`config.mk`:
```
export PLATFORM = sky130hd
export DESIGN_NAME = ccm_clock_select
export DESIGN_NICKNAME = d
export VERILOG_FILES = /design/src/ccm_clock_select.v /design/src/ccm_tcl_timer.v
export VERILOG_INCLUDE_DIRS = /design/src
export SDC_FILE = /design/constraint.sdc
export NUM_CORES = 1
export LEC_CHECK = 0
export BUFFER_PORTS_ARGS = -buffer_cell sky130_fd_sc_hd__buf_2
export CORE_UTILIZATION = 30
export CTS_BUF_LIST = sky130_fd_sc_hd__clkbuf_16
export DETAILED_ROUTE_END_ITERATION = 12
export PLACE_DENSITY = 0.5
export SLEW_MARGIN = 40
export SYNTH_ARGS = -nofsm -noshare
export SYNTH_HDL_FRONTEND = slang
export SYNTH_SLANG_ARGS = --single-unit
```
`constraint.sdc`:
```
create_clock -name clk -period 6.73 [get_ports clk]
set_input_delay 0.673 -clock clk [delete_from_list [all_inputs] [get_ports clk]]
set_output_delay 0.673 -clock clk [all_outputs]
set_load 0.005 [all_outputs]
```
`src/ccm_defs.vh`:
```
`ifndef CCM_DEFS_VH
`define CCM_DEFS_VH

// clock generation codes held in the captured port field
`define CCM_CODE_X2P5 3'h0
`define CCM_CODE_PRESC 3'h1
`define CCM_CODE_X1P5 3'h2
`define CCM_CODE_DIRECT 3'h3
`define CCM_CODE_X5 3'h4
`define CCM_CODE_X2 3'h5
`define CCM_CODE_X3 3'h6
`define CCM_CODE_X4 3'h7

// pll factors expressed in halves (cpu edges per oscillator period)
`define CCM_HX_X1P5 4'h3
`define CCM_HX_X2 4'h4
`define CCM_HX_X2P5 4'h5
`define CCM_HX_X3 4'h6
`define CCM_HX_X4 4'h8
`define CCM_HX_X5 4'ha

// code field inside the reset-latched port register
`define CCM_CFG_MSB 7
`define CCM_CFG_LSB 5

// register byte offsets
`define CCM_OFS_STATUS 8'h00
`define CCM_OFS_BUSCFG 8'h04
`define CCM_OFS_TIMING 8'h08
`define CCM_OFS_PERIOD 8'h0c
`define CCM_OFS_CMD 8'h10

// bus config fields and reset value (zero waitstates, no extension)
`define CCM_CYC_LSB 0
`define CCM_CYC_MSB 3
`define CCM_TRI_BIT 4
`define CCM_ALE_BIT 5
`define CCM_BUSCFG_RST 6'h1f
`define CCM_CYC_FULL 4'hf

// status fields
`define CCM_ST_VALID 3
`define CCM_ST_PLL 4
`define CCM_ST_DIRECT 5
`define CCM_ST_PRESC 6
`define CCM_ST_LOCK 7

// timing counts
`define CCM_CAPTURE_DLY 2'h3

`endif

```
`src/ccm_clock_select.v`:
```
// Functional notes
// - every cpu clock edge, rising or falling, is a timing step: one half-cycle
// - clock generation path is chosen by bits 7..5 of the latched port register
// - at long reset the latched register loads the upper port pins; board sets code
// - pll factors: 111=4, 110=3, 101=2, 100=5, 010=1.5, 000=2.5
// - code 011 disables the pll; cpu clock follows the oscillator directly
// - code 001 derives the cpu clock through a two-to-one prescaler
// - prescaler mode: each cpu high and low phase lasts one oscillator period
// - pll codes enable the pll; cpu clock is oscillator times factor
// - pll resyncs every factor-count oscillator transitions, adjusting gradually
// - direct drive: half-cycles follow input duty, two span one input period
// - waitstate time is two half-cycles times fifteen minus cycle-time value
// - ale extension one half-cycle times value; tristate two times one minus value
`timescale 1ns/10ps
`include "ccm_defs.vh"
module ccm_clock_select #(
  parameter PW = 16,
  parameter TW = 5
) (
  input wire clk,
  input wire rst_n,
  input wire osc_in,
  input wire [7:0] upper_port0_pins,
  input wire hsel,
  input wire [31:0] haddr,
  input wire [1:0] htrans,
  input wire hwrite,
  input wire [2:0] hsize,
  input wire [31:0] hwdata,
  input wire hready,
  output reg [31:0] hrdata_r,
  output reg hreadyout_r,
  output reg hresp_r,
  output reg cpu_clk_r,
  output reg half_cycle_tick_r,
  output reg pll_enable_r,
  output reg direct_drive_r,
  output reg prescaler_on_r,
  output reg clk_valid_r,
  output reg [2:0] clock_gen_code_r,
  output reg [7:0] reset_latched_port_high_r,
  output wire ale_ext_done,
  output wire waitstate_done,
  output wire tristate_done
);

  // reset release through two flops
  reg [1:0] rst_sync_r;
  wire rst_i_n;

  always @(posedge clk or negedge rst_n) begin
    if (!rst_n) begin
      rst_sync_r <= 2'b00;
    end else begin
      rst_sync_r <= {rst_sync_r[0], 1'b1};
    end
  end

  assign rst_i_n = rst_sync_r[1];

  // pin synchronisers, first stage read only by second
  reg [1:0] osc_sync_r;
  reg [7:0] pin_s1_r;
  reg [7:0] pin_s2_r;
  reg osc_d_r;
  wire osc_lvl;
  wire osc_rise;
  wire osc_edge;

  always @(posedge clk or negedge rst_i_n) begin
    if (!rst_i_n) begin
      osc_sync_r <= 2'b00;
      pin_s1_r <= 8'h00;
      pin_s2_r <= 8'h00;
      osc_d_r <= 1'b0;
    end else begin
      osc_sync_r <= {osc_sync_r[0], osc_in};
      pin_s1_r <= upper_port0_pins;
      pin_s2_r <= pin_s1_r;
      osc_d_r <= osc_sync_r[1];
    end
  end

  assign osc_lvl = osc_sync_r[1];
  assign osc_rise = osc_lvl & ~osc_d_r;
  assign osc_edge = osc_lvl ^ osc_d_r;

  // one-time capture of the port levels after reset release
  reg [1:0] cap_cnt_r;
  reg code_valid_r;

  always @(posedge clk or negedge rst_i_n) begin
    if (!rst_i_n) begin
      cap_cnt_r <= 2'h0;
      code_valid_r <= 1'b0;
      reset_latched_port_high_r <= 8'h00;
    end else if (!code_valid_r) begin
      if (cap_cnt_r == `CCM_CAPTURE_DLY) begin
        reset_latched_port_high_r <= pin_s2_r;
        code_valid_r <= 1'b1;
      end else begin
        cap_cnt_r <= cap_cnt_r + 2'h1;
      end
    end
  end

  // mode decode from the captured field
  wire [2:0] code;
  wire is_direct;
  wire is_presc;
  wire is_pll;
  reg [3:0] hx;
  wire [3:0] rs_len;

  assign code = reset_latched_port_high_r[`CCM_CFG_MSB:`CCM_CFG_LSB];
  assign is_direct = (code == `CCM_CODE_DIRECT);
  assign is_presc = (code == `CCM_CODE_PRESC);
  assign is_pll = ~is_direct & ~is_presc;

  // factor in halves per code
  always @* begin
    case (code)
      `CCM_CODE_X4: hx = `CCM_HX_X4;
      `CCM_CODE_X3: hx = `CCM_HX_X3;
      `CCM_CODE_X2: hx = `CCM_HX_X2;
      `CCM_CODE_X5: hx = `CCM_HX_X5;
      `CCM_CODE_X1P5: hx = `CCM_HX_X1P5;
      `CCM_CODE_X2P5: hx = `CCM_HX_X2P5;
      default: hx = `CCM_HX_X4;
    endcase
  end

  // resync interval: factor rounded up, in oscillator transitions
  assign rs_len = (hx + 4'h1) >> 1;

  // oscillator period measurement in clk cycles
  reg [PW-1:0] per_cnt_r;
  reg [PW-1:0] meas_r;
  reg seen_rise_r;
  reg meas_ok_r;

  always @(posedge clk or negedge rst_i_n) begin
    if (!rst_i_n) begin
      per_cnt_r <= {PW{1'b0}};
      meas_r <= {PW{1'b0}};
      seen_rise_r <= 1'b0;
      meas_ok_r <= 1'b0;
    end else if (osc_rise) begin
      per_cnt_r <= {PW{1'b0}};
      seen_rise_r <= 1'b1;
      if (seen_rise_r) begin
        meas_r <= per_cnt_r + {{(PW-1){1'b0}}, 1'b1};
        meas_ok_r <= 1'b1;
      end
    end else if (per_cnt_r != {PW{1'b1}}) begin
      per_cnt_r <= per_cnt_r + {{(PW-1){1'b0}}, 1'b1};
    end
  end

  // resync point every rs_len oscillator transitions
  reg [3:0] trans_cnt_r;
  wire resync;

  assign resync = osc_edge && (trans_cnt_r == rs_len - 4'h1);

  always @(posedge clk or negedge rst_i_n) begin
    if (!rst_i_n) begin
      trans_cnt_r <= 4'h0;
    end else if (!is_pll || !code_valid_r) begin
      trans_cnt_r <= 4'h0;
    end else if (osc_edge) begin
      trans_cnt_r <= resync ? 4'h0 : trans_cnt_r + 4'h1;
    end
  end

  // period estimate: first taken whole, later stepped by one
  reg [PW-1:0] p_est_r;
  reg pll_lock_r;

  always @(posedge clk or negedge rst_i_n) begin
    if (!rst_i_n) begin
      p_est_r <= {PW{1'b0}};
      pll_lock_r <= 1'b0;
    end else if (resync && meas_ok_r) begin
      if (p_est_r == {PW{1'b0}}) begin
        p_est_r <= meas_r;
      end else if (p_est_r < meas_r) begin
        p_est_r <= p_est_r + {{(PW-1){1'b0}}, 1'b1};
      end else if (p_est_r > meas_r) begin
        p_est_r <= p_est_r - {{(PW-1){1'b0}}, 1'b1};
      end
      pll_lock_r <= 1'b1;
    end
  end

  // fractional edge generator: hx edges per estimated period
  reg [PW:0] acc_r;
  wire [PW:0] acc_sum;
  wire pll_step;

  assign acc_sum = acc_r + {{(PW-3){1'b0}}, hx};
  assign pll_step = pll_lock_r && (acc_sum >= {1'b0, p_est_r});

  always @(posedge clk or negedge rst_i_n) begin
    if (!rst_i_n) begin
      acc_r <= {(PW+1){1'b0}};
    end else if (!pll_lock_r || !is_pll) begin
      acc_r <= {(PW+1){1'b0}};
    end else if (pll_step) begin
      acc_r <= acc_sum - {1'b0, p_est_r};
    end else begin
      acc_r <= acc_sum;
    end
  end

  // cpu clock next value per path
  reg cpu_clk_nxt;
  wire run_ok;

  assign run_ok = code_valid_r && (!is_pll || pll_lock_r);

  always @* begin
    cpu_clk_nxt = 1'b0;
    if (run_ok) begin
      if (is_direct) begin
        cpu_clk_nxt = osc_lvl;
      end else if (is_presc) begin
        cpu_clk_nxt = osc_rise ? ~cpu_clk_r : cpu_clk_r;
      end else begin
        cpu_clk_nxt = pll_step ? ~cpu_clk_r : cpu_clk_r;
      end
    end
  end

  // cpu clock, half-cycle strobe and mode outputs
  always @(posedge clk or negedge rst_i_n) begin
    if (!rst_i_n) begin
      cpu_clk_r <= 1'b0;
      half_cycle_tick_r <= 1'b0;
      pll_enable_r <= 1'b0;
      direct_drive_r <= 1'b0;
      prescaler_on_r <= 1'b0;
      clk_valid_r <= 1'b0;
      clock_gen_code_r <= 3'h0;
    end else begin
      cpu_clk_r <= cpu_clk_nxt;
      half_cycle_tick_r <= (cpu_clk_nxt != cpu_clk_r);
      pll_enable_r <= code_valid_r & is_pll;
      direct_drive_r <= code_valid_r & is_direct;
      prescaler_on_r <= code_valid_r & is_presc;
      clk_valid_r <= run_ok;
      clock_gen_code_r <= code;
    end
  end

  // bus config register and derived half-cycle counts
  reg [5:0] buscfg_r;
  wire [3:0] cyc_ctl;
  wire tri_ctl;
  wire ale_ctl;
  wire [TW-1:0] ale_hc;
  wire [TW-1:0] wait_hc;
  wire [TW-1:0] tri_hc;
  wire [3:0] wait_pairs;
  wire [TW+4:0] wait_wide;

  assign cyc_ctl = buscfg_r[`CCM_CYC_MSB:`CCM_CYC_LSB];
  assign tri_ctl = buscfg_r[`CCM_TRI_BIT];
  assign ale_ctl = buscfg_r[`CCM_ALE_BIT];
  assign wait_pairs = `CCM_CYC_FULL - cyc_ctl;
  assign ale_hc = {{(TW-1){1'b0}}, ale_ctl};
  assign wait_wide = {{TW{1'b0}}, wait_pairs, 1'b0}; // padded, then cut to timer width
  assign wait_hc = wait_wide[TW-1:0];
  assign tri_hc = {{(TW-2){1'b0}}, ~tri_ctl, 1'b0};

  // ahb-lite slave, zero wait, always okay
  wire ahb_go;
  wire ale_busy;
  wire wait_busy;
  wire tri_busy;
  reg wr_pend_r;
  reg [7:0] wr_addr_r;
  reg cyc_start_r;
  reg [31:0] rd_mux;

  assign ahb_go = hsel & hready & htrans[1];

  // read data selection
  always @* begin
    rd_mux = 32'h0000_0000;
    case (haddr[7:0])
      `CCM_OFS_STATUS: begin
        rd_mux[2:0] = code;
        rd_mux[`CCM_ST_VALID] = code_valid_r;
        rd_mux[`CCM_ST_PLL] = pll_enable_r;
        rd_mux[`CCM_ST_DIRECT] = direct_drive_r;
        rd_mux[`CCM_ST_PRESC] = prescaler_on_r;
        rd_mux[`CCM_ST_LOCK] = pll_lock_r;
        rd_mux[15:8] = reset_latched_port_high_r;
      end
      `CCM_OFS_BUSCFG: rd_mux[5:0] = buscfg_r;
      `CCM_OFS_TIMING: begin
        rd_mux[TW-1:0] = ale_hc;
        rd_mux[TW+7:8] = wait_hc;
        rd_mux[TW+15:16] = tri_hc;
      end
      `CCM_OFS_PERIOD: rd_mux[PW-1:0] = p_est_r;
      `CCM_OFS_CMD: begin
        rd_mux[0] = ale_busy;
        rd_mux[1] = wait_busy;
        rd_mux[2] = tri_busy;
      end
      default: rd_mux = 32'h0000_0000;
    endcase
  end

  // address phase capture and data phase write
  always @(posedge clk or negedge rst_i_n) begin
    if (!rst_i_n) begin
      wr_pend_r <= 1'b0;
      wr_addr_r <= 8'h00;
      hrdata_r <= 32'h0000_0000;
      hreadyout_r <= 1'b1;
      hresp_r <= 1'b0;
      buscfg_r <= `CCM_BUSCFG_RST;
      cyc_start_r <= 1'b0;
    end else begin
      hreadyout_r <= 1'b1;
      hresp_r <= 1'b0;
      cyc_start_r <= 1'b0;
      wr_pend_r <= ahb_go & hwrite & (hsize == 3'h2);
      wr_addr_r <= haddr[7:0];
      if (ahb_go && !hwrite) begin
        hrdata_r <= rd_mux;
      end
      if (wr_pend_r && wr_addr_r == `CCM_OFS_BUSCFG) begin
        buscfg_r <= hwdata[5:0];
      end
      if (wr_pend_r && wr_addr_r == `CCM_OFS_CMD) begin
        cyc_start_r <= hwdata[0];
      end
    end
  end

  // memory cycle phase timers counted in half-cycles
  ccm_half_timer #(.W(TW)) u_ale (
    .clk(clk),
    .rst_n(rst_i_n),
    .start(cyc_start_r),
    .load(ale_hc),
    .tick(half_cycle_tick_r),
    .busy_r(ale_busy),
    .done_r(ale_ext_done)
  );

  ccm_half_timer #(.W(TW)) u_wait (
    .clk(clk),
    .rst_n(rst_i_n),
    .start(cyc_start_r),
    .load(wait_hc),
    .tick(half_cycle_tick_r),
    .busy_r(wait_busy),
    .done_r(waitstate_done)
  );

  ccm_half_timer #(.W(TW)) u_tri (
    .clk(clk),
    .rst_n(rst_i_n),
    .start(cyc_start_r),
    .load(tri_hc),
    .tick(half_cycle_tick_r),
    .busy_r(tri_busy),
    .done_r(tristate_done)
  );

endmodule

```
`src/ccm_tcl_timer.v`:
```
`timescale 1ns/10ps
// counts a number of cpu half-cycles, then gives one done pulse
module ccm_half_timer #(
  parameter W = 5
) (
  input wire clk,
  input wire rst_n,
  input wire start,
  input wire [W-1:0] load,
  input wire tick,
  output reg busy_r,
  output reg done_r
);

  reg [W-1:0] cnt_r;

  // countdown on each cpu edge; zero load finishes at once
  always @(posedge clk or negedge rst_n) begin
    if (!rst_n) begin
      cnt_r <= {W{1'b0}};
      busy_r <= 1'b0;
      done_r <= 1'b0;
    end else if (start) begin
      cnt_r <= load;
      busy_r <= (load != {W{1'b0}});
      done_r <= (load == {W{1'b0}});
    end else if (busy_r && tick) begin
      cnt_r <= cnt_r - {{(W-1){1'b0}}, 1'b1};
      busy_r <= (cnt_r != {{(W-1){1'b0}}, 1'b1});
      done_r <= (cnt_r == {{(W-1){1'b0}}, 1'b1});
    end else begin
      done_r <= 1'b0;
    end
  end

endmodule
```
==> impl_metrics.yaml <==
sta:
  fin_tns_setup_ps: 0
  fin_skew_ps: 9.398
  hold_viol_final: 0
  period_share_pct: 70.62
  setup-violations-final: 0
  period_minus_slack_ps: 4752
  maxSlewHeadroom_pct: 47.08
  worst_hold_slack_ps: 345.1
  fmax_mhz: 210.4
  slew_viol_final: 0
  rsz0062_at_grt: "false"
  worst_pin_slew_ps: 793.8
placement:
  hpwlAfterDp_mm: 16.95
  gp_congestion: 0.8390
  port_buffers: 68
die:
  die_h_um: 180.1
  dieWidth_um: 180.1
  initial_core_util_pct: 30.78
  design.die.area_um2: 32430
  core_um2: 30910
  ioPinCount: 137
  num_rows: 64
critical_path:
  crit_type: "flop to flop"
  cp-startpoint: "reset_latched_port_high_r[7]"
  max_stage_delay_ps: 650
  path_cells: "and2b_1, nor3_1, a21o_1, ha_1, o21a_1, a21oi_1, or2_2, nor2_1, xnor2_1, ha_1, and3_1, nand4_1, o21ai_0, or3_4, nor2_8, nor2_1, o32a_1"
  crit_family: "simple AND/OR/NAND/NOR gates"
  critPathBufInv: 0
  arrival_ps: 5060
  start_kind: "flop"
  r2r-start: "reset_latched_port_high_r[7]"
  worstPathRequired_ps: 7040
  slowest_stage: "dfrtp_1"
  end_kind: "flop"
  critPathMaxFanout: 16
synthesis:
  avgSynthCellArea_um2: 9.628
  synthCells: 988
  ys.flop_type: "dfrtp_1"
  netlist_top_cells_area: "dfrtp_1, ha_1, o21ai_0"
  yosys-top-cells-count: "dfrtp_1, nor2_1, nand2_1"
  synth_most_common_cell: "dfrtp_1"
  synth_top_area_share_pct: 42.61
  synthesis.area_um2: 9513
  synthArstFlopShare_pct: 100.0
  synth_edf_count: 0
  yosys_warnings: 0
  seq_area_frac_synth_pct: 44.00
  ys_types: 74
  ys_ff_latch: 167
  post-synth-top-area-cell: "dfrtp_1"
route:
  drt_iter0_drc: 384
  via_count: 7058
  wl_per_cell_um: 15.73
  drt_pass1_iterations: 4
  wl_mm: 22.95
  via_per_inst: 4.838
  drc: 0
  detail-route-antenna-nets: 0
pwr:
  p_total_mw: 4.618
  power.density_nw_per_um2: 426.2
  p_leak_nw: 4.888
  ir_drop_uv: 222.2
clock_tree:
  cts_buffers: 17
  cts_max_level: 4
  clock_latency_ps: 430
  root_buffer: "clkbuf_16"
  clk_pin_slew_ps: 70
  clockBufferDepth: 2
  ctsResizeCount: 0
  clock_sinks: 167
  cts_tree: "done"
cells_and_area:
  multiInputGateArea_um2: 4926
  syn_to_final_growth_pct: 13.90
  antennaDiodeCount: 0
  fillers: 3179
  regArea_um2: 4190
  drive_gt1_share_pct: 13.73
  finalNetCount: 1197
flow_run:
  drv_cap: 0
worst_hold_path:
  hold_path.class: "flop to asynchronous set/reset pin"
run_status:
  status: "complete, no violations"
global_route:
  grt_first_pass_wirelength_mm: 37.58
  grt.total_usage_pct: 14.74
  grt_max_degree: 77
  antenna_found_initial: 0
  gr-total-overflow: 0
  grt_pass1_vias: 7029
metrics by stage:
stage,utilization (%),std cells,cell area [um^2],setup WS (ps)
5_1_grt,35.06,1459,10840,1613
2_1_floorplan,-,1004,9573,1741
4_1_cts,35.06,1459,10840,1975
3_5_place_dp,32.95,1426,10180,2052
3_3_place_gp,32.91,1426,10170,2064
6_report,35.06,1459,10840,1978
where the power goes:
group          internal, mW  switching, mW  leakage, nW
logic                 0.952           1.23         2.51
clock network         0.633          0.441        0.315
registers              1.14          0.220         2.06
total                  2.72           1.90         4.89
final cells by class:
cell class | count | share of cell area, %
multi-input cells | 738 | 45.46
flip-flops and latches | 167 | 38.67
well taps | 396 | 4.573
clock buffers | 17 | 3.926
repair buffers | 73 | 3.545
clock inverters | 15 | 1.986
inverters | 53 | 1.836
per-layer routing:
layer  vias up  GRT usage, %  routed length (um)
li1       3559             -                   -
met1      3406         21.00               11610
met2        76         22.99               10480
met3        17         2.708                 634
met4         0         3.658                 226
met5         -             0                   0
repair_timing:
item                                   4_1_cts  5_1_grt
hold buffers                                 1        0
setup buffers                                0        0
endpoints found under the hold margin        2        0
flip-flops by register name, indices dropped and copies added (netlist names), 5 cells and up:
signal,cells
acc_r,17
reset_latched_port_high_r,8
hrdata_r,17
p_est_r,16
meas_r,16
u_tri.cnt_r,5
wr_addr_r,8
per_cnt_r,16
buscfg_r,6
pin_s2_r,8
u_ale.cnt_r,5
pin_s1_r,8
u_wait.cnt_r,5
path summary, 6_finish.rpt:
| kind | to | depth (start not counted) | slack [ps] |
|---|---|---|---|
| setup / recovery | half_cycle_tick_r | 17 | 1980 |
| hold / removal | meas_r[0] | 0 | 350 |
| max in group asynchronous | hrdata_r[13] | 1 | 5230 |
| hold reg to reg | meas_r[0] | 0 | 350 |
| min in group clk | osc_sync_r[0] | 1 | 350 |
| setup reg to reg | half_cycle_tick_r | 17 | 1980 |
cell usage in the layout (no fill, tap or decap), drive strengths merged, types with 4 or more instances in the layout:
master / n
dfrtp: 162
nor2: 98
nand2: 93
o21ai: 87
buf: 72
inv: 62
ha: 61
a21oi: 52
xor2: 38
xnor2: 31
mux2i: 24
nand3: 20
conb: 18
nor3: 17
clkbuf: 17
a21o: 16
mux2: 16
a211oi: 16
nand4: 11
nor2b: 11
nand2b: 10
nor4: 10
and3: 8
o21a: 7
a22oi: 7
and4: 7
or2: 6
nand3b: 6
and2: 5
o31ai: 5
a31oi: 5
o22ai: 5
dfstp: 5
a211o: 4
o211ai: 4
a221oi: 4
bufinv: 4
or3: 4
kinds of logic after synthesis:
kind of cell	count (synthesis)	synth area share [%]
adders and majority gates	64	8.654
and+or+nand+nor	317	16.20
DFF	167	44.00
AOI/OAI and AO/OA	229	15.13
muxes	40	4.419
xor gates and xnor gates	70	6.589
buffers and inverters	99	4.932
other	2	0.07895
Note: power is estimated with default switching activity, not from simulation.
